$ cat src/shared/bioxe_regs.svh
`ifndef BIOXE_REGS_SVH
`define BIOXE_REGS_SVH

`define BIOXE_PC_W          13
`define BIOXE_LIT_W         11
`define BIOXE_DATA_W        8
`define BIOXE_FADDR_W       7
`define BIOXE_RADDR_W       4
`define BIOXE_PC_RESET      13'h0000
`define BIOXE_PC_STEP       13'h0001
`define BIOXE_PC_SKIP_STEP  13'h0002
`define BIOXE_ACCUM_RESET   8'h00
`define BIOXE_DATA_ZERO     8'h00
`define BIOXE_DATA_ONE      8'h01
`define BIOXE_ADDR_ACCUM    4'h0
`define BIOXE_ADDR_STATUS   4'h4
`define BIOXE_ADDR_PC_LO    4'h8
`define BIOXE_ADDR_PC_HI    4'hc
`define BIOXE_STAT_NIL      0
`define BIOXE_STAT_OUTSHIFT 1
`define BIOXE_LATCH_HI      4
`define BIOXE_LATCH_LO      3
`define BIOXE_PC_LIT_HI     10
`define BIOXE_PC_TOP_HI     12
`define BIOXE_PC_TOP_LO     11
`define BIOXE_MSB           7
`define BIOXE_PC_HI_LO      8

`endif

$ cat src/shared/bioxe_pkg.sv
package bioxe_pkg;

  typedef enum logic [2:0] {
    OP_JUMP_ABSOLUTE          = 3'h0,
    OP_INCREMENT_SKIP_ON_ZERO = 3'h1,
    OP_INCREMENT_REGISTER     = 3'h2,
    OP_OR_LITERAL_INTO_ACCUM  = 3'h3,
    OP_OR_ACCUM_WITH_REGISTER = 3'h4,
    OP_SHIFT_LEFT_REGISTER    = 3'h5,
    OP_RSVD_6                 = 3'h6,
    OP_RSVD_7                 = 3'h7
  } bioxe_op_e;

  typedef enum logic {
    ST_RUN  = 1'b0,
    ST_HOLD = 1'b1
  } bioxe_state_e;

endpackage : bioxe_pkg

$ cat src/verilog/bioxe_exec.sv
// Decided for this implementation: the placing of the registers and the plain strobed port.
`timescale 1ns/100ps
`include "bioxe_regs.svh"

// What this block does
// - Jump loads the 11-bit literal into program counter bits 10..0.
// - Jump fills program counter bits 12..11 from high latch bits 4..3.
// - Jump takes two cycles and leaves all status flags alone.
// - Increment-skip zero result inserts an idle slot; no flags change.
// - Target select 0 writes accumulator, 1 writes addressed register (0..127); literal OR writes accumulator for either select.
// - Plain increment adds one, routes by target select, updates nil flag.
// - Literal OR combines accumulator with literal into accumulator, updates nil flag.
// - Register OR combines accumulator with register, routes result, updates nil flag.
// - Left shift sends bit 7 to outshift, shifts in zero, updates flags.
module bioxe_exec (
  input  wire  logic                  i_clk_sys,       // Core clock, 25 MHz
  input  wire  logic                  i_rst,           // Async reset, active high
  input  wire  logic                  i_instr_valid,   // Instruction present
  input  wire  bioxe_pkg::bioxe_op_e  i_opcode,        // Decoded opcode
  input  wire  logic [10:0]           i_literal,       // Literal field
  input  wire  logic [6:0]            i_file_addr,     // File register address
  input  wire  logic                  i_target_sel,    // 0 accum, 1 register
  input  wire  logic [7:0]            i_file_rdata,    // Operand from register file
  input  wire  logic [7:0]            i_pc_high_latch, // Program counter high latch
  input  wire  logic [3:0]            i_reg_addr,      // Register port address
  input  wire  logic [7:0]            i_reg_wdata,     // Register port write data
  input  wire  logic                  i_reg_we,        // Register port write strobe
  input  wire  logic                  i_reg_re,        // Register port read strobe
  output logic                        o_instr_ready,   // Can take an instruction
  output logic                        o_flush,         // Idle slot, drop fetched word
  output logic [12:0]                 o_pc,            // Program counter
  output logic [7:0]                  o_accum,         // Accumulator
  output logic                        o_nil_flag,      // Nil result flag
  output logic                        o_outshift_flag, // Outshift bit
  output logic                        o_file_we,       // Register file write pulse
  output logic [6:0]                  o_file_addr,     // Register file write address
  output logic [7:0]                  o_file_wdata,    // Register file write data
  output logic [7:0]                  o_reg_rdata      // Register port read data
);
  import bioxe_pkg::*;

  bioxe_state_e      state_reg, state_next;
  logic [12:0]       pc_reg, pc_next;
  logic [7:0]        accum_reg, accum_next;
  logic              nil_reg, nil_next;
  logic              out_reg, out_next;
  logic              fwe_reg;
  logic [6:0]        faddr_reg;
  logic [7:0]        fdata_reg;
  logic [7:0]        rdata_reg, rdata_next;

  wire  [7:0]        alu_res;
  wire               alu_zero;
  wire               alu_shift;

  bioxe_alu u_alu (
    .i_op        (i_opcode),
    .i_accum     (accum_reg),
    .i_operand   (i_file_rdata),
    .i_literal   (i_literal[7:0]),
    .o_result    (alu_res),
    .o_zero      (alu_zero),
    .o_shift_out (alu_shift)
  );

  wire is_jump  = (i_opcode == OP_JUMP_ABSOLUTE);
  wire is_skip  = (i_opcode == OP_INCREMENT_SKIP_ON_ZERO);
  wire is_lit   = (i_opcode == OP_OR_LITERAL_INTO_ACCUM);
  wire is_shl   = (i_opcode == OP_SHIFT_LEFT_REGISTER);
  wire is_legal = (i_opcode != OP_RSVD_6) && (i_opcode != OP_RSVD_7);
  wire writes_z = is_legal && !is_jump && !is_skip;
  wire take     = i_instr_valid && (state_reg == ST_RUN);
  wire exec     = take && is_legal && !is_jump;
  // Literal OR always lands in the accumulator whatever the select bit says
  wire to_file  = exec && !is_lit && i_target_sel;
  wire to_accum = exec && (is_lit || !i_target_sel);
  wire skip_now = take && is_skip && alu_zero;
  wire sw_accum = i_reg_we && (i_reg_addr == `BIOXE_ADDR_ACCUM);
  wire sw_stat  = i_reg_we && (i_reg_addr == `BIOXE_ADDR_STATUS);

  wire [12:0] pc_jump = {i_pc_high_latch[`BIOXE_LATCH_HI:`BIOXE_LATCH_LO],
                         i_literal};

  always_comb begin
    if (take && is_jump) begin
      pc_next = pc_jump;
    end else if (skip_now) begin
      pc_next = pc_reg + `BIOXE_PC_SKIP_STEP;
    end else if (take) begin
      pc_next = pc_reg + `BIOXE_PC_STEP;
    end else begin
      pc_next = pc_reg;
    end
  end

  // Core update beats a software write landing in the same cycle
  assign accum_next = to_accum ? alu_res : (sw_accum ? i_reg_wdata : accum_reg);
  assign nil_next   = (take && writes_z) ? alu_zero :
                      (sw_stat ? i_reg_wdata[`BIOXE_STAT_NIL] : nil_reg);
  assign out_next   = (take && is_shl) ? alu_shift :
                      (sw_stat ? i_reg_wdata[`BIOXE_STAT_OUTSHIFT] : out_reg);
  assign state_next = (take && (is_jump || skip_now)) ? ST_HOLD : ST_RUN;

  always_comb begin
    rdata_next = `BIOXE_DATA_ZERO;
    unique case (i_reg_addr)
      `BIOXE_ADDR_ACCUM:  rdata_next = accum_reg;
      `BIOXE_ADDR_STATUS: rdata_next = {6'h00, out_reg, nil_reg};
      `BIOXE_ADDR_PC_LO:  rdata_next = pc_reg[`BIOXE_PC_HI_LO-1:0];
      `BIOXE_ADDR_PC_HI:  rdata_next = {3'h0, pc_reg[`BIOXE_PC_TOP_HI:`BIOXE_PC_HI_LO]};
      default:            rdata_next = `BIOXE_DATA_ZERO;
    endcase
  end

  always_ff @(posedge i_clk_sys or posedge i_rst) begin
    if (i_rst) begin
      state_reg <= ST_RUN;
      pc_reg    <= `BIOXE_PC_RESET;
      accum_reg <= `BIOXE_ACCUM_RESET;
      nil_reg   <= 1'b0;
      out_reg   <= 1'b0;
    end else begin
      state_reg <= state_next;
      pc_reg    <= pc_next;
      accum_reg <= accum_next;
      nil_reg   <= nil_next;
      out_reg   <= out_next;
    end
  end

  always_ff @(posedge i_clk_sys or posedge i_rst) begin
    if (i_rst) begin
      fwe_reg   <= 1'b0;
      faddr_reg <= 7'h00;
      fdata_reg <= `BIOXE_DATA_ZERO;
      rdata_reg <= `BIOXE_DATA_ZERO;
    end else begin
      fwe_reg   <= to_file;
      faddr_reg <= to_file ? i_file_addr : faddr_reg;
      fdata_reg <= to_file ? alu_res : fdata_reg;
      rdata_reg <= i_reg_re ? rdata_next : `BIOXE_DATA_ZERO;
    end
  end

  assign o_instr_ready   = (state_reg == ST_RUN);
  assign o_flush         = (state_reg == ST_HOLD);
  assign o_pc            = pc_reg;
  assign o_accum         = accum_reg;
  assign o_nil_flag      = nil_reg;
  assign o_outshift_flag = out_reg;
  assign o_file_we       = fwe_reg;
  assign o_file_addr     = faddr_reg;
  assign o_file_wdata    = fdata_reg;
  assign o_reg_rdata     = rdata_reg;

  // Select by the file strobe; the select bit has already moved on to the next word
  wire [7:0] dest_val = o_file_we ? o_file_wdata : o_accum;
endmodule : bioxe_exec

$ cat src/verilog/bioxe_alu.sv
`timescale 1ns/100ps
`include "bioxe_regs.svh"

module bioxe_alu (
  input  wire bioxe_pkg::bioxe_op_e   i_op,       // Decoded opcode
  input  wire logic [7:0]             i_accum,    // Accumulator
  input  wire logic [7:0]             i_operand,  // File register operand
  input  wire logic [7:0]             i_literal,  // Low literal byte
  output logic      [7:0]             o_result,   // Result byte
  output logic                        o_zero,     // Result is zero
  output logic                        o_shift_out // Bit shifted out
);
  import bioxe_pkg::*;

  always_comb begin
    o_result    = `BIOXE_DATA_ZERO;
    o_shift_out = 1'b0;
    unique case (i_op)
      OP_INCREMENT_SKIP_ON_ZERO,
      OP_INCREMENT_REGISTER:     o_result = i_operand + `BIOXE_DATA_ONE;
      OP_OR_LITERAL_INTO_ACCUM:  o_result = i_accum | i_literal;
      OP_OR_ACCUM_WITH_REGISTER: o_result = i_accum | i_operand;
      OP_SHIFT_LEFT_REGISTER: begin
        o_result    = {i_operand[`BIOXE_MSB-1:0], 1'b0};
        o_shift_out = i_operand[`BIOXE_MSB];
      end
      OP_JUMP_ABSOLUTE, OP_RSVD_6, OP_RSVD_7: o_result = `BIOXE_DATA_ZERO;
    endcase
  end

  assign o_zero = (o_result == `BIOXE_DATA_ZERO);

endmodule : bioxe_alu

$ cat config.mk
export PLATFORM = sky130hd
export DESIGN_NAME = bioxe_exec
export DESIGN_NICKNAME = d
export VERILOG_FILES = /design/src/shared/bioxe_pkg.sv /design/src/verilog/bioxe_exec.sv /design/src/verilog/bioxe_alu.sv
export VERILOG_INCLUDE_DIRS = /design/src /design/src/shared
export SDC_FILE = /design/constraint.sdc
export NUM_CORES = 1
export LEC_CHECK = 0
export BUFFER_PORTS_ARGS = -buffer_cell sky130_fd_sc_hd__clkbuf_2
export CELL_PAD_IN_SITES_DETAIL_PLACEMENT = 0
export CELL_PAD_IN_SITES_GLOBAL_PLACEMENT = 1
export CORE_UTILIZATION = 30
export CTS_CLUSTER_DIAMETER = 80
export DETAILED_ROUTE_END_ITERATION = 16
export PLACE_DENSITY = 0.77
export SETUP_SLACK_MARGIN = 0.05
export SYNTH_ARGS = -nofsm -noshare
export SYNTH_HDL_FRONTEND = slang
export SYNTH_SLANG_ARGS = --single-unit
$ cat constraint.sdc
create_clock -name i_clk_sys -period 3.6 [get_ports i_clk_sys]
set_clock_uncertainty 0.05 [all_clocks]
set_input_delay 0.72 -clock i_clk_sys [delete_from_list [all_inputs] [get_ports i_clk_sys]]
set_output_delay 0.72 -clock i_clk_sys [all_outputs]
set_load 0.02 [all_outputs]
After elaboration in Yosys (flattened, before gate mapping)
Cells that the tools add are included.
{"block": "totals", "reg_bits": 48, "inputBits": 55, "out_inout_bits": 49, "word_cells": 73}
{"block": "classes", "add_sub_neg": 3, "n_eq_ne": 12, "muxes": 14, "n_bitwise": 3, "n_reduce_logical": 32}
{"cell": "$pmux 8 s5", "count": 1}
{"cell": "$mux 13", "count": 3}
{"cell": "$pmux 8 s4", "count": 1}
{"cell": "$mux 8", "count": 3}
{"cell": "$logic_and 1x1->1", "count": 17}
{"cell": "$or 8x8->8", "count": 2}
{"cell": "$add 13x1->13 const B", "count": 1}
{"cell": "$add 13x2->13 const B", "count": 1}
{"cell": "$eq 3x3->1 const B", "count": 4}
{"cell": "$add 8x1->8 const B", "count": 1}
{"cell": "$eq 4x4->1 const B", "count": 2}
{"cell": "$logic_not 8->1", "count": 1}
{"cell": "$eq 3x2->1 const B", "count": 2}
{"cell": "$mux 1", "count": 6}
{"cell": "$ne 3x3->1 const B", "count": 2}
{"cell": "$reduce_bool 2->1", "count": 3}
{"cell": "$eq 4x3->1 const B", "count": 1}
{"cell": "$logic_not 1->1", "count": 4}
{"cell": "$logic_not 4->1", "count": 1}
{"cell": "$eq 3x1->1 const B", "count": 1}
{"cell": "$logic_not 3->1", "count": 1}
{"cell": "$reduce_bool 3->1", "count": 1}
{"cell": "$reduce_or 3->1", "count": 1}
{"cell": "$logic_or 1x1->1", "count": 2}
{"cell": "2 further kinds", "count": 2}

Logic depth before layout (Yosys ltp)
{"block": "depth", "depth_word": 8, "mapped_depth": 11, "ltp_nobuf": 9}

Modules after synthesis
Synthesis repeated with hierarchy kept, for this count alone.
{"block": "unflattened", "cells_unflattened": 359, "hier_area_um2": 3039.2}
{"mod": "bioxe_exec", "instances": 1, "cells_per_inst": 273, "area_per_inst_um2": 2484.9, "seq_area_each_um2": 1201.2}
{"mod": "bioxe_alu", "instances": 1, "cells_per_inst": 86, "area_per_inst_um2": 554.3, "seq_area_each_um2": 0.0}

Worst setup path after synthesis
Ideal clock, no wire load.
{"block": "synth_path", "path_type": "input -> register", "startpoint": "input port i_opcode[0]", "endpoint": "register pc_reg[8] (netlist: o_pc[8])", "setup_ns": 0.148, "arrival_time_ns": 2.936, "required_ns": 3.402, "slack_ns": 0.466, "path_stages": 8, "path_buffers": 1, "cell_sequence": "buf_6 > mux2_4 > a222oi_1 > o2111ai_1 > nor4_4 > mux2i_1 > and4_4 > a311oi_1"}
{"block": "synth_via", "elab_chain_cells": 7, "elab_cells_between_ends": 18, "classes_between": "eq/ne (7); mux (3); reduce/logical (8)"}
{"item": "start, declared", "line": "bioxe_exec.sv:19", "rtl": "input wire bioxe_pkg::bioxe_op_e i_opcode,"}
{"item": "$eq 3x3->1, or another cell as far along", "line": "bioxe_alu.sv:18", "rtl": "unique case (i_op)"}
{"item": "$reduce_or 3->1 / $reduce_or 2->1 (equally long branches)", "line": "bioxe_alu.sv:18"}
{"item": "$pmux 8 s5", "line": "bioxe_alu.sv:18"}
{"item": "$logic_not 8->1 (no source line)"}
{"item": "$logic_and 1x1->1", "line": "bioxe_exec.sv:77", "rtl": "wire skip_now = take && is_skip && alu_zero;"}
{"item": "$mux 13", "line": "bioxe_exec.sv:87", "rtl": "end else if (skip_now) begin"}
{"item": "$mux 13", "line": "bioxe_exec.sv:85", "rtl": "if (take && is_jump) begin"}
{"item": "end signal, assigned", "line": "bioxe_exec.sv:118", "rtl": "pc_reg <= `BIOXE_PC_RESET;"}
{"item": "end signal, assigned", "line": "bioxe_exec.sv:124", "rtl": "pc_reg <= pc_next;"}
{"item": "end, declared", "line": "bioxe_exec.sv:43", "rtl": "logic [12:0] pc_reg, pc_next;"}
Parallel ways exist; a longest one is shown, timed or not.
A chain may end at the register's enable or synchronous reset.

Final worst setup path
{"block": "layout_path", "startpoint": "input port i_opcode[0]", "endpoint": "register pc_reg[6] (netlist: o_pc[6])"}
Same word-level chain as after synthesis.

==> impl_metrics.csv <==
group,metric,value,unit
global_routing,global_route.overflow_total,0,
setup_path,worstSetupEndpointType,"flip-flop",
cts,cts.sinks,48,
logic_synthesis,synthAdderAreaFrac,1.25,%
logic_synthesis,synth_compound_area_share,18.9,%
logic_synthesis,simple_gate_area_share_of_the_yosys_netlist,20.3,%
sta,rsz0062_at_grt,"false",
logic_synthesis,synth_largest_type_area_fraction,39.9,%
final_layout,syn_to_final_growth,25.5,%
logic_synthesis,synth_top_area_cell,"sky130_fd_sc_hd__dfrtp_1",
cts,tritoncts,"yes",
cts,cts_post_setup_buffers_inserted,0,
floorplan,rows,36,
floorplan,chipWidth,102,um
place,placedCellCount,541,
final_layout,layout.core_utilization,38.7,%
setup_path,cp_num_cells,9,
floorplan,die_outline_area,10400,um^2
global_routing,maximum_number_of_pins_on_one_net_before_global_route_repair,49,
final_layout,sequential_cell_area,1200,um^2
detailed_routing,avgRoutedWirePerCell,16.5,um
logic_synthesis,synth.net_count,377,
sta,worst_max_slew_pin_slew,1040,ps
sta,number_of_failing_setup_endpoints_in_the_final_timing_report,0,
detailed_routing,dr.first_iter.drc_count,167,
cts,cts_clock_pin_slew_for_the_worst_setup_and_hold_paths,90,ps
detailed_routing,vias,2892,
place,gp_congestion,0.920,
detailed_routing,route.detailed.drc,0,
cts,ctsHtreeMaxLevel,2,
power,power.share.clock,23.4,%
sta,setup-tns-final,0,ps
global_routing,groute.usage.overall,17.7,%
setup_path,worstPathRequired,3740,ps
sta,slew_headroom,30.8,%
final_layout,fillerInstances,1021,
cts,post_cts_resized,0,
power,power.net_switching,732,uW
place,count_of_buffers_from_port_buffering,97,
setup_path,critical_path.n_buffers_inverters,2,
floorplan,floorplan.initialDensity,30.8,%
setup_path,crit_family,"simple AND/OR/NAND/NOR gates",
setup_path,crit_chain,"clkbuf_2 > mux2_4 > a222oi_1 > o2111ai_1 > nor4_4 > mux2i_1 > buf_4 > and4_4 > nor4_1",
detailed_routing,drt.antenna.violating_nets,0,
final_layout,antenna_cells_inserted,0,
detailed_routing,wirelength,9020,um
cts,cts_hold_buffers,0,
sta,hold_viol,0,
worst_hold_path,worstHoldPathType,"flip-flop to flip-flop",
logic_synthesis,synth_cell_types,58,
logic_synthesis,share_of_the_yosys_chip_area_belonging_to_registers,39.9,%
job,cap_viol_max_count,0,
status,status,"completed",
logic_synthesis,netlist_area,3010,um^2
final_layout,multiInputGateArea,1680,um^2
sta,finalHoldWorstSlack,463,ps
logic_synthesis,synth_ff_type,"sky130_fd_sc_hd__dfrtp_1",
cts,ctsRootBufferMaster,"sky130_fd_sc_hd__clkbuf_8",
logic_synthesis,synth.area.top_cells,"sky130_fd_sc_hd__dfrtp_1 40%, sky130_fd_sc_hd__mux2_2 5.6%, sky130_fd_sc_hd__mux2i_1 5.3%",
global_routing,first_global_vias,2644,
logic_synthesis,syn_avg_cell_area,9.44,um^2
sta,max_freq,311,MHz
setup_path,worstSetupStartpointType,"input port",
final_layout,layout.cells.most_common,"sky130_fd_sc_hd__clkbuf_2",
sta,period_minus_slack,3210,ps
cts,clk-insertion-delay-late,300,ps
cts,cts_inserted_buffers,5,
logic_synthesis,synth_top_family_by_area,"simple AND/OR/NAND/NOR gates",
logic_synthesis,muxShareOfSynthArea,12.9,%
power,power.share.switching,37.8,%
final_layout,layout.cells.most_common_list,"97 x sky130_fd_sc_hd__clkbuf_2, 48 x sky130_fd_sc_hd__dfrtp_1, 38 x sky130_fd_sc_hd__nor2_1",
logic_synthesis,ys_seq_elements,48,
logic_synthesis,netlist_instances,319,
worst_hold_path,holdPathStages,1,
setup_path,timing.setup.critical_path_class,"input port to flip-flop",
power,power_per_cell_area,513,nW/um^2
setup_path,crit_path_max_fanout,22,
power,power.share.combinational,35.7,%
floorplan,die_height,102,um
setup_path,cpPeakStageDelay,440,ps
floorplan,total_core_area,9770,um^2
final_layout,layout-drive-gt1-share,35.4,%
detailed_routing,detail_route.first_pass.iterations,5,
setup_path,depth_of_the_worst_register_to_register_path,9,
floorplan,design.portCount,104,
sta,timing.final.max_slew_violations,0,
setup_path,crit_path_top_delay_cell,"sky130_fd_sc_hd__nor4_4",
setup_path,arrival_time_reported_for_the_critical_path_endpoint,3350,ps
power,share_seq_of_total_power,41.0,%
final_layout,post_layout_instance_count_excluding_filler_cells,548,
logic_synthesis,synth-edff-count,0,
logic_synthesis,yosys.area_share.xor_xnor,2.03,%
power,power.leakage,1.73,nW
power,ir_worst_vdd,0.000238,V
setup_path,timing.reg2reg.setup_slack,870,ps
logic_synthesis,synth_async_sr_flop_share,100,%
global_routing,grt_antenna_before_repair,0,
sta,timing.final.crit_share,89.3,%
cts,clockBufferDepth,2,
power,internal-power,1.21,mW
place,hpwlAfterDp,6770,um
detailed_routing,vias_per_cell,5.28,
final_layout,design.final.nets,473,
logic_synthesis,yosysWarnings,0,
global_routing,grt_pass1_wl,14000,um
## synth_stat cells (5+ instances only)
cell and n:
sky130_fd_sc_hd__nand3_1 8, sky130_fd_sc_hd__xor2_1 5, sky130_fd_sc_hd__clkbuf_1 11, sky130_fd_sc_hd__or3_1 5
sky130_fd_sc_hd__a311oi_1 5, sky130_fd_sc_hd__mux2_2 15, sky130_fd_sc_hd__a21oi_1 20, sky130_fd_sc_hd__nor2_1 38
sky130_fd_sc_hd__o22ai_1 7, sky130_fd_sc_hd__and3_1 6, sky130_fd_sc_hd__nor3_1 11, sky130_fd_sc_hd__inv_1 6
sky130_fd_sc_hd__a211oi_1 8, sky130_fd_sc_hd__nand2_1 19, sky130_fd_sc_hd__mux2i_1 16, sky130_fd_sc_hd__o21ai_0 17
sky130_fd_sc_hd__dfrtp_1 48
## per-stage QoR
step	total power, mW	cell area, um^2	setup WS, ps
floorplan	1.22	3010	466
global placement	1.48	3650	211
detailed placement	1.49	3650	137
CTS	1.96	3780	448
global route	2.06	3780	210
finish	1.94	3780	387
## kinds of logic (layout without fill, tap and decap cells)
kind of cell,count (synthesis),after routing
xor gates and xnor gates,7,7
AOI/OAI and AO/OA,84,84
adders and majority gates,3,3
DFF,48,48
buffers and inverters,27,123
muxes,34,34
and+or+nand+nor,116,116
## routing by layer
layer	share of wire (%)	up-vias	track usage [%]	wire, um
li1	-	1379	-	-
met1	44	1372	23.8	4000
met3	7.6	15	4.24	690
met2	46	126	27.8	4150
met4	2.0	0	5.93	182
met5	0	-	0	0
## cell type report
class	instances	area share, %
flip-flops and latches	48	31.8
inverters	6	0.596
clock inverters	2	1.59
multi-input cells	244	44.4
well taps	133	4.40
repair buffers	110	15.4
clock buffers	5	1.82
## power by group through the flow
stage	Combinational [mW]	Sequential, mW	Clock [mW]
floorplan	0.333	0.886	0
detailed placement	0.692	0.802	0
finish	0.691	0.794	0.453
global route	0.757	0.813	0.487
global placement	0.683	0.798	0
CTS	0.696	0.793	0.468
## worst paths after layout
| path | from | to |
|---|---|---|
| min reg2reg | o_file_addr[4] | o_file_addr[4] |
| max in group asynchronous | i_rst | o_pc[8] |
| min | o_file_addr[4] | o_file_addr[4] |
| max reg2reg | o_accum[5] | o_pc[6] |
| max | i_opcode[0] | o_pc[6] |
| min in group asynchronous | i_rst | o_file_addr[3] |
## sequential cells by signal, indices dropped and copies added (netlist names)
register         cells
o_file_we            1
o_outshift_flag      1
o_file_wdata         8
o_file_addr          7
o_accum              8
o_reg_rdata          8
o_nil_flag           1
o_pc                13
o_flush              1
Note: power is estimated with default switching activity, not from simulation.
